$ cat config.mk
export PLATFORM = sky130hd
export DESIGN_NAME = glc_gpio
export DESIGN_NICKNAME = d
export VERILOG_FILES = /design/src/rtl/glc_pkg.sv /design/src/rtl/glc_gpio.sv
export SDC_FILE = /design/constraint.sdc
export NUM_CORES = 1
export LEC_CHECK = 0
export BUFFER_PORTS_ARGS = -buffer_cell sky130_fd_sc_hd__buf_4
export CAP_MARGIN = 20
export CELL_PAD_IN_SITES_DETAIL_PLACEMENT = 1
export CELL_PAD_IN_SITES_GLOBAL_PLACEMENT = 2
export CORE_MARGIN = 5
export CORE_UTILIZATION = 27
export DETAILED_ROUTE_END_ITERATION = 10
export PLACE_DENSITY_LB_ADDON = 0.1
export RECOVER_POWER = 100
export REMOVE_ABC_BUFFERS = 1
export SKIP_LAST_GASP = 1
export SLEW_MARGIN = 10
export SYNTH_ARGS = -nofsm -noshare
export SYNTH_HDL_FRONTEND = slang
export SYNTH_SLANG_ARGS = --single-unit
export TNS_END_PERCENT = 50
$ cat constraint.sdc
create_clock -name clock -period 1.4 [get_ports clock]
set_input_delay 0 -clock clock [delete_from_list [all_inputs] [get_ports clock]]
set_output_delay 0 -clock clock [all_outputs]
set_load 0.05 [all_outputs]
$ cat src/rtl/glc_pkg.sv
// Package for the low-nibble pin configuration block: offsets, fields, defaults, carriers.
// Behaviour
// - A four-bit function select field at bits 15:12, pin 0 at bit 12, makes a pin a general purpose IO when its bit is clear.
// - A four-bit drive type field at bits 11:8, pin 0 at bit 8, selects push/pull when set and open-drain when clear.
// - A four-bit direction field at bits 7:4, pin 0 at bit 4, makes a pin an output when set and an input when clear.
// - The value field at bits 3:0 drives an output pin with the written value, and a read always returns the pin level.
// - A pin is a wake or interrupt source only while its direction bit makes it an input.
// - A pin raises wake events only if its bit in the wake enable and polarity register is also set.
// - The function select field defaults to the EEPROM image, else the programmed OTP value, else 0xF.
// - The drive type field defaults to the EEPROM image, else the programmed OTP value, else 0x0.
// - The direction field defaults to the EEPROM image, else the programmed OTP value, else 0x0, all inputs.
// - The value field defaults to the EEPROM image, else the programmed OTP value, else 0x0.
// - An input pin's value bit has no defined reset value.
// - A USB reset or light reset reloads each field from the last loaded image, or its fixed default if none exists.
// - While the reset guard is active, the resets it covers leave all four fields untouched.
// - A wake level select bit triggers on a low pin level when clear and on a high level when set.
// - A pin set to its alternate function never produces a wake event.
package glc_pkg;
   localparam int          NPIN          = 4;
   localparam logic [7:0]  ADDR_CFG      = 8'h18;
   localparam logic [7:0]  ADDR_WAKE     = 8'h20;
   localparam logic [7:0]  ADDR_STATUS   = 8'h24;
   localparam logic [7:0]  ADDR_MASK     = 8'h28;
   localparam logic [7:0]  ADDR_GUARD    = 8'h2C;
   localparam int          VAL_LSB       = 0;
   localparam int          DIR_LSB       = 4;
   localparam int          DRV_LSB       = 8;
   localparam int          FSEL_LSB      = 12;
   localparam int          WPOL_LSB      = 16;
   localparam logic [3:0]  FSEL_DEFAULT  = 4'hF;
   localparam logic [3:0]  DRV_DEFAULT   = 4'h0;
   localparam logic [3:0]  DIR_DEFAULT   = 4'h0;
   localparam logic [3:0]  VAL_DEFAULT   = 4'h0;
   localparam logic [31:0] ZERO_WORD     = 32'h0000_0000;

   typedef struct packed {
      logic [3:0] fsel;
      logic [3:0] drv;
      logic [3:0] dir;
      logic [3:0] val;
   } glc_cfg_t;

   localparam glc_cfg_t CFG_DEFAULT = '{FSEL_DEFAULT, DRV_DEFAULT, DIR_DEFAULT, VAL_DEFAULT};

   typedef struct packed {
      logic [7:0]  addr;
      logic [31:0] wdata;
      logic        wr;
      logic        rd;
   } glc_bus_t;

   typedef struct packed {
      logic [3:0] out;
      logic [3:0] oe;
   } glc_pin_t;
endpackage

$ cat src/rtl/glc_gpio.sv
// Low-nibble general purpose pin configuration, data, wake and interrupt logic.
//
// Strobed register access was chosen for this implementation.
`timescale 1ns/1ps
`default_nettype none
module glc_gpio (
   input  wire logic              clock,
   input  wire logic              reset_n,
   input  wire glc_pkg::glc_bus_t bus,
   output var  logic [31:0]       rdata,
   input  wire logic              usb_reset,
   input  wire logic              light_reset,
   input  wire logic              eeprom_present,
   input  wire logic              otp_programmed,
   input  wire glc_pkg::glc_cfg_t eeprom_image,
   input  wire glc_pkg::glc_cfg_t otp_image,
   input  wire logic              image_load,
   input  wire logic [3:0]        pin_in,
   output var  glc_pkg::glc_pin_t pin,
   output var  logic [3:0]        wake_event,
   output var  logic              irq
);
   import glc_pkg::*;

   typedef struct packed {
      // Live fields and the image that a bus-side reset reloads.
      glc_cfg_t    cfg;
      glc_cfg_t    image;
      // Wake, status and interrupt control.
      logic [3:0]  wake_source_enable;
      logic [3:0]  wake_level_select;
      logic        guard;
      logic [3:0]  status;
      logic [3:0]  mask;
      // Pin synchroniser stages and the filtered level.
      logic [3:0]  s1;
      logic [3:0]  s2;
      logic [3:0]  s3;
      logic [3:0]  level;
      // Registered outputs.
      logic [31:0] rdata;
      glc_pin_t    pin;
      logic [3:0]  wake;
      logic        irq;
   } glc_state_t;

   glc_state_t st_q;
   glc_state_t st_d;

   // Picks the power-up source in priority order: EEPROM, then programmed OTP, then fixed values.
   function automatic glc_cfg_t pick_image(input logic     ee,
                                           input logic     otp,
                                           input glc_cfg_t ee_img,
                                           input glc_cfg_t otp_img);
      glc_cfg_t c;
      c = CFG_DEFAULT;
      if (ee) begin
         c = ee_img;
      end else if (otp) begin
         c = otp_img;
      end
      return c;
   endfunction

   // The value field reads back the synchronised pin level, not the written value.
   function automatic logic [31:0] cfg_word(input glc_cfg_t   c,
                                            input logic [3:0] lvl);
      logic [31:0] w;
      w = ZERO_WORD;
      w[FSEL_LSB +: NPIN] = c.fsel;
      w[DRV_LSB  +: NPIN] = c.drv;
      w[DIR_LSB  +: NPIN] = c.dir;
      w[VAL_LSB  +: NPIN] = lvl;
      return w;
   endfunction

   // Address decode shared by the write and the read path.
   function automatic logic hit(input glc_bus_t   b,
                                input logic [7:0] a);
      logic h;
      h = (b.addr == a);
      return h;
   endfunction

   typedef struct packed {
      logic cfg;
      logic wake;
      logic status;
      logic mask;
      logic guard;
   } glc_wsel_t;

   // Write strobe split per register; unmapped addresses select nothing and so are ignored.
   function automatic glc_wsel_t write_select(input glc_bus_t b);
      glc_wsel_t s;
      s        = '0;
      s.cfg    = b.wr && hit(b, ADDR_CFG);
      s.wake   = b.wr && hit(b, ADDR_WAKE);
      s.status = b.wr && hit(b, ADDR_STATUS);
      s.mask   = b.wr && hit(b, ADDR_MASK);
      s.guard  = b.wr && hit(b, ADDR_GUARD);
      return s;
   endfunction

   // A bit of the level moves only when the second and third stages agree.
   function automatic logic [3:0] filter_level(input logic [3:0] mid,
                                               input logic [3:0] last,
                                               input logic [3:0] held);
      logic [3:0] f;
      f = held;
      for (int i = 0; i < NPIN; i++) begin
         if (mid[i] == last[i]) begin
            f[i] = last[i];
         end
      end
      return f;
   endfunction

   // A configuration write replaces all four fields at once.
   function automatic glc_cfg_t cfg_from_word(input logic [31:0] w);
      glc_cfg_t c;
      c.fsel = w[FSEL_LSB +: NPIN];
      c.drv  = w[DRV_LSB  +: NPIN];
      c.dir  = w[DIR_LSB  +: NPIN];
      c.val  = w[VAL_LSB  +: NPIN];
      return c;
   endfunction

   // A bus-side reset restores the last image unless the guard holds the fields.
   function automatic glc_cfg_t reload(input glc_cfg_t cur,
                                       input glc_cfg_t img,
                                       input logic     usb_rst,
                                       input logic     light_rst,
                                       input logic     grd);
      glc_cfg_t c;
      c = cur;
      if ((usb_rst || light_rst) && !grd) begin
         c = img;
      end
      return c;
   endfunction

   // A pin triggers only as a GPIO input sitting at its selected level.
   function automatic logic [3:0] trigger(input logic [3:0] lvl,
                                          input logic [3:0] pol,
                                          input glc_cfg_t   c);
      logic [3:0] match;
      logic [3:0] is_input;
      logic [3:0] is_gpio;
      logic [3:0] t;
      match    = ~(lvl ^ pol);
      is_input = ~c.dir;
      is_gpio  = ~c.fsel;
      t        = match & is_input & is_gpio;
      return t;
   endfunction

   // Sticky status: a one written clears, a live trigger sets, and the set wins a tie.
   function automatic logic [3:0] status_next(input logic [3:0] cur,
                                              input logic       clr_en,
                                              input logic [3:0] clr,
                                              input logic [3:0] set);
      logic [3:0] s;
      s = cur;
      if (clr_en) begin
         s = s & ~clr;
      end
      s = s | set;
      return s;
   endfunction

   // A trigger sets status even without the wake enable; only the wake output needs it.
   function automatic logic [3:0] wake_of(input logic [3:0] t,
                                          input logic [3:0] en);
      logic [3:0] w;
      w = t & en;
      return w;
   endfunction

   // The interrupt is a level that stays high while any unmasked status bit is set.
   function automatic logic irq_of(input logic [3:0] sts,
                                   input logic [3:0] msk);
      logic any;
      any = |(sts & msk);
      return any;
   endfunction

   // Open-drain drives only low; push/pull drives both levels.
   function automatic glc_pin_t drive_of(input glc_cfg_t c);
      glc_pin_t p;
      for (int i = 0; i < NPIN; i++) begin
         p.out[i] = c.drv[i] & c.val[i];
         p.oe[i]  = c.dir[i] & ~c.fsel[i] & (c.drv[i] | ~c.val[i]);
      end
      return p;
   endfunction

   // Enable and level select share one word, each at its own field position.
   function automatic logic [31:0] wake_word(input logic [3:0] en,
                                             input logic [3:0] pol);
      logic [31:0] w;
      w = ZERO_WORD;
      w[VAL_LSB  +: NPIN] = en;
      w[WPOL_LSB +: NPIN] = pol;
      return w;
   endfunction

   // Status, mask and guard all sit in the low bits of an otherwise zero word.
   function automatic logic [31:0] low_word(input logic [3:0] v);
      logic [31:0] w;
      w = ZERO_WORD;
      w[VAL_LSB +: NPIN] = v;
      return w;
   endfunction

   // Read data are zero outside a read cycle and for every unmapped address.
   function automatic logic [31:0] read_mux(input glc_bus_t   b,
                                            input glc_cfg_t   c,
                                            input logic [3:0] lvl,
                                            input logic [3:0] en,
                                            input logic [3:0] pol,
                                            input logic [3:0] sts,
                                            input logic [3:0] msk,
                                            input logic       grd);
      logic [31:0] w;
      w = ZERO_WORD;
      if (b.rd) begin
         if (hit(b, ADDR_CFG)) begin
            w = cfg_word(c, lvl);
         end else if (hit(b, ADDR_WAKE)) begin
            w = wake_word(en, pol);
         end else if (hit(b, ADDR_STATUS)) begin
            w = low_word(sts);
         end else if (hit(b, ADDR_MASK)) begin
            w = low_word(msk);
         end else if (hit(b, ADDR_GUARD)) begin
            w = low_word(4'(grd));
         end
      end
      return w;
   endfunction

   glc_wsel_t  wsel;
   logic [3:0] trig;

   always_comb begin
      st_d       = st_q;
      wsel       = write_select(bus);
      trig       = trigger(st_q.level, st_q.wake_level_select, st_q.cfg);

      // Only the second stage reads the first, so a metastable bit settles before it is used.
      st_d.s1    = pin_in;
      st_d.s2    = st_q.s1;
      st_d.s3    = st_q.s2;
      st_d.level = filter_level(st_q.s2, st_q.s3, st_q.level);

      // An image load fills the remembered image, and the live fields unless an unguarded reset in that cycle reloads the previous one.
      if (image_load) begin
         st_d.image = pick_image(eeprom_present, otp_programmed, eeprom_image, otp_image);
         st_d.cfg   = st_d.image;
      end
      st_d.cfg = reload(st_d.cfg, st_q.image, usb_reset, light_reset, st_q.guard);

      // Writes come last, so software wins over a reload in the same cycle.
      if (wsel.cfg) begin
         st_d.cfg = cfg_from_word(bus.wdata);
      end
      if (wsel.wake) begin
         st_d.wake_source_enable = bus.wdata[VAL_LSB  +: NPIN];
         st_d.wake_level_select  = bus.wdata[WPOL_LSB +: NPIN];
      end
      if (wsel.mask) begin
         st_d.mask = bus.wdata[VAL_LSB +: NPIN];
      end
      if (wsel.guard) begin
         st_d.guard = bus.wdata[VAL_LSB];
      end

      // Every output is computed here and registered, so each port comes from a flip-flop.
      st_d.status = status_next(st_q.status, wsel.status, bus.wdata[VAL_LSB +: NPIN], trig);
      st_d.wake   = wake_of(trig, st_q.wake_source_enable);
      st_d.irq    = irq_of(st_d.status, st_q.mask);
      st_d.pin    = drive_of(st_q.cfg);
      st_d.rdata  = read_mux(bus, st_q.cfg, st_q.level, st_q.wake_source_enable,
                             st_q.wake_level_select, st_q.status, st_q.mask, st_q.guard);
   end

   // Power-on reset takes the fixed defaults; the image starts from them until a load.
   always_ff @(posedge clock) begin
      if (!reset_n) begin
         st_q       <= '0;
         st_q.cfg   <= CFG_DEFAULT;
         st_q.image <= CFG_DEFAULT;
      end else begin
         st_q <= st_d;
      end
   end

   assign rdata      = st_q.rdata;
   assign pin        = st_q.pin;
   assign wake_event = st_q.wake;
   assign irq        = st_q.irq;
endmodule
`default_nettype wire

; Word level (Yosys, flattened, before mapping)
; Cells that the tools add are included.
[classes]
eq_ne = 9
mux = 11
n_bitwise = 37
reduce_logical = 13
[op_table]
columns = cell, n
row1 = 16-bit 2-to-1 mux, 5
row2 = 8-bit by 6-bit equality test with 1-bit output (second input constant), 4
row3 = 32-bit 2-to-1 mux, 1
row4 = 4-bit bitwise AND, 5
row5 = 20-bit 2-to-1 mux, 1
row6 = 4-bit NOT, 4
row7 = 1-bit bitwise AND, 12
row8 = 4-bit 2-to-1 mux, 3
row9 = 1-bit NOT, 10
row10 = 8-bit by 5-bit equality test with 1-bit output (second input constant), 1
row11 = 1-bit logical AND, 6
row12 = 6-bit OR reduction, 1
row13 = 1-bit equality test, 4
row14 = 1-bit bitwise OR, 4
row15 = 4-bit bitwise OR, 1
row16 = 4-bit OR reduction, 1
row17 = 4-bit bitwise XOR, 1
row18 = 3-bit nonzero test, 1
row19 = 3-bit OR reduction, 1
row20 = 2-bit AND reduction, 1
row21 = 1-bit zero test, 1
row22 = 1-bit logical OR, 1
row23 = 1-bit 2-to-1 mux, 1
[totals]
regBits = 110
inputBits = 85
output_inout_bits = 45
word_cells = 97

; Logic depth before layout (Yosys ltp)
[logic_depth]
depth_word = 7
ltp_mapped = 6
ltp_nobuf = 4

; Worst setup path after synthesis
; OpenSTA, ideal clock, no wires.
[synth_timing]
path_kind = flip-flop to flip-flop
from = reg st_q[69] (netlist bit)
to = reg st_q[103] (netlist bit)
setup_time_ns = 0.080
arrival_ns = 1.473
required_time_ns = 1.320
slack_ns = -0.153
stages_incl_launch_ff = 6
n_path_buf = 1
synth_period_minus_slack_ns = 1.553
cell_sequence = dfxtp_1 > o21ba_2 > clkbuf_1 > nor3_1 > nand3_1 > o211ai_1
[synth_between]
elab_chain_len = 4
word_cells_on_any_way = 5
cone_classes = mux: 2 / reduce/logical: 3
[synth_rtl]
columns = element, line
row1 = from (decl), glc_gpio.sv:47  ; glc_state_t st_q;
row2 = from (signal assigned), glc_gpio.sv:295  ; st_q <= st_d;
row3 = 1-bit zero test *, glc_gpio.sv:137  ; if ((usb_rst || light_rst) && !grd) begin
row4 = 1-bit logical AND *, glc_gpio.sv:137
row5 = 16-bit 2-to-1 mux, glc_gpio.sv:137
row6 = 16-bit 2-to-1 mux, glc_gpio.sv:265  ; if (wsel.cfg) begin
; Every way passes the cells marked *; elsewhere a longest branch is shown, timed or not.
; A chain may end at the register's enable or synchronous reset.

; Worst setup path in the final report
[layout_timing]
from = in eeprom_image[12] (netlist bit)
to = reg st_q[90] (netlist bit)
[layout_between]
elab_chain_len = 1
[layout_rtl]
columns = element, line
row1 = from (decl), glc_gpio.sv:15  ; input wire glc_pkg::glc_cfg_t eeprom_image,
row2 = 16-bit 2-to-1 mux, glc_gpio.sv:57  ; if (ee) begin
; Every way passes these cells.

==> qor.txt <==
DR pass1 iterations - 4
Via count - 3,553
Fmax - 757 MHz
Top cell type by total area after synthesis - dfxtp_1
CTS buffer count - 9
Fin crit share - 94.3%
Share of layout cells above drive strength 1 - 23.0%
Final core utilization - 36.8%
Die width - 134 um
P&R area growth vs syn - 34.0%
I/O Pins - 130
Lkg Pwr - 2.29 nW
Crit-path max FO - 2
VDD IR max - 0.649 mV
Clock root buffer - clkbuf_16
Internal - 4.52 mW
Drt total wl - 12,900 um
Worst setup EP type - flop
Max Slew Vio Count - 0
Pin count of the biggest net entering global routing - 22
Syn Inst Count - 443
Period minus WS final - 1.32 ns
Clk pwr share - 39.6%
Global-route wire length before repair - 20,300 um
Post-detail-place hpwl - 9830 um
Later-pin clock latency in the skew report - 0.35 ns
Slew HR - 50.3%
DR iter-0 viols - 128
Reg clk slew, reported paths - 0.07 ns
Sw Pwr - 1.49 mW
Inst Count DP - 718
Vias/cell - 4.64
Mapped Area - 4160 um2
Avg Inst Size Synth - 9.38 um2
Max Cap Viol - 0
Final non-filler cell total - 766
Post-CTS Repair Setup Buffers - 0
Final setup violation count - 0
Clock Skew - 0.00987 ns
WL per Instance - 16.8 um
Initial Util - 27.4%
H-tree depth - 3
RePlAce Congestion - 0.750
Register area share after synthesis - 47.2%
Type of origin of the critical path - primary input
Die Ht - 134 um
Power Density - 1080 nW/um2
Diode count - 0
CTS sink count - 98
Critical Path RT - 1.64 ns
Final ANT Viol Nets - 0
Switch share - 24.8%
Vias in the first global route - 3,727
RSZ-0062 raised after global routing - false
Die ar. - 18,000 um2
Ys Warns - 0
Synth area leaders - dfxtp_1 47%, buf_4 7.9%, and2_1 4.2%
Nets - 658
Post-DP Area - 5110 um2
Post-synth top area share - 47.2%
IO Port Bufs - 105
Arr. time, crit path - 1.56 ns
Yosys reg bits - 98
Fin. Hold Viols - 0
Synth unique cells - 43
Flop pwr share - 48.6%
GRT Overall Usage - 14.6%
Kind of critical path - primary input to flop
GR Overflow Total - 0
CTS max path bufs - 2
Worst Hold Class - primary input to flop
DRC - 0
Initial antenna violation count - 0
CTS tree - yes
Core area - 15,100 um2
Comb pwr share - 11.8%
Fillers - 1,761
Final Cell Area - 5570 um2
Run status - complete, no violations
Worst slew pin tran - 0.745 ns
Row cnt - 45
==> cell usage after synthesis (all sizes together) <==
| cell | number |
|---|---|
| a211oi | 10 |
| a21bo | 1 |
| a21boi | 3 |
| a21oi | 21 |
| a221o | 4 |
| a221oi | 1 |
| a22oi | 10 |
| a2bb2oi | 10 |
| a311oi | 2 |
| a31oi | 2 |
| a41oi | 1 |
| and2 | 28 |
| and3 | 8 |
| and4 | 1 |
| buf | 48 |
| clkbuf | 18 |
| conb | 1 |
| dfxtp | 98 |
| inv | 5 |
| mux2 | 4 |
| mux2i | 14 |
| nand2 | 25 |
| nand2b | 3 |
| nand3 | 21 |
| nand3b | 3 |
| nand4 | 4 |
| nor2 | 27 |
| nor2b | 9 |
| nor3 | 11 |
| nor3b | 4 |
| nor4 | 3 |
| o211ai | 10 |
| o21a | 3 |
| o21ai | 13 |
| o21ba | 1 |
| o21bai | 1 |
| o221ai | 5 |
| o2bb2ai | 4 |
| or4 | 2 |
| xor2 | 4 |
==> logic make-up (layout without fill, tap and decap cells) <==
kind of cell | after synthesis | count (layout) | synth area share (%)
flip-flops | 98 | 98 | 47.2
AO/OA/AOI/OAI | 102 | 102 | 17.4
XOR/XNOR | 4 | 4 | 0.843
AND/OR/NAND/NOR | 149 | 149 | 19.6
multiplexers | 18 | 18 | 4.45
buffers and inverters | 71 | 195 | 10.4
other | 1 | 12 | 0.0902
==> layout make-up <==
cell class | count | area, um2 | area share [%]
tap | 188 | 235 | 4.22
multi-input combinational | 285 | 1820 | 32.7
inverter | 5 | 18.8 | 0.337
clock buffer | 12 | 256 | 4.60
clock inverter | 4 | 26.3 | 0.472
timing repair buffer | 174 | 1250 | 22.4
sequential | 98 | 1960 | 35.2
==> critical path: stages <==
cell,delay (ns)
dlygate4sd3_1,0.54
clkbuf_4,0.13
o221ai_1,0.25
dlygate4sd3_1,0.60
nand2_1,0.05
==> what timing repair did <==
item	4_1_cts	5_1_grt
gates resized for setup	0	4
endpoints found under the hold margin	37	0
endpoints found under the setup margin	0	11
hold buffers	32	0
==> state kept, by name, summed over array words and instances, names as in the netlist <==
name	count
pin	8
st_q	57
st_d	8
wake_event	4
rdata	20
irq	1
==> metal layers <==
layer | global-route usage (%) | wire, um | vias to the layer above
met5 | 0 | 0 | -
met4 | 4.98 | 167 | 0
met3 | 3.53 | 541 | 8
met2 | 22.4 | 5830 | 81
met1 | 20.2 | 6340 | 1684
li1 | - | - | 1780
==> cell usage in the layout (no fill, tap or decap), types with 8 or more instances in the layout <==
master	netlist	routed
a2bb2oi_1	10	8
a21oi_1	21	21
nand2_1	25	25
buf_4	44	87
o21ai_0	13	13
dlygate4sd3_1	0	32
and2_1	28	15
nand3_1	21	21
nor2_1	27	27
clkbuf_1	18	42
and3_1	8	8
nor3_1	11	11
dfxtp_1	98	97
clkbuf_4	0	9
a22oi_1	10	10
and2_0	0	13
clkbuf_16	0	9
nor2b_1	9	9
o211ai_1	10	10
a211oi_1	10	10
conb_1	1	12
mux2i_1	14	14
==> stage by stage <==
step / worst slack (ns) / power (mW) / hold WS, ns / TNS [ns]
3_3_place_gp: -0.195 / 3.62 / 0.209 / -2.44
5_1_grt: 0.0123 / 6.29 / 0.0339 / 0
4_1_cts: 0.0162 / 6.12 / 0.00230 / 0
6_report: 0.0794 / 6.02 / 0.0122 / 0
2_1_floorplan: -0.0810 / 3.26 / 0.0956 / -0.912
3_5_place_dp: -0.233 / 3.63 / 0.215 / -4.21
==> final timing paths <==
kind	slack, ns	cells after the start	endpoint	start
worst max register to register	0.11	4	irq	st_q[72]
worst min register to register	0.43	1	st_d[50]	st_d[54]
worst min-delay path	0.01	3	st_q[93]	eeprom_image[15]
worst max-delay path	0.08	5	st_q[90]	eeprom_image[12]
==> power by group through the flow <==
stage | combinational (mW) | sequential, mW | clock [mW]
3_5_place_dp | 0.646 | 2.99 | 0
4_1_cts | 0.721 | 2.92 | 2.48
6_report | 0.709 | 2.92 | 2.39
3_3_place_gp | 0.637 | 2.98 | 0
5_1_grt | 0.777 | 2.93 | 2.58
2_1_floorplan | 0.283 | 2.98 | 0
Note: power is estimated with default switching activity, not from simulation.
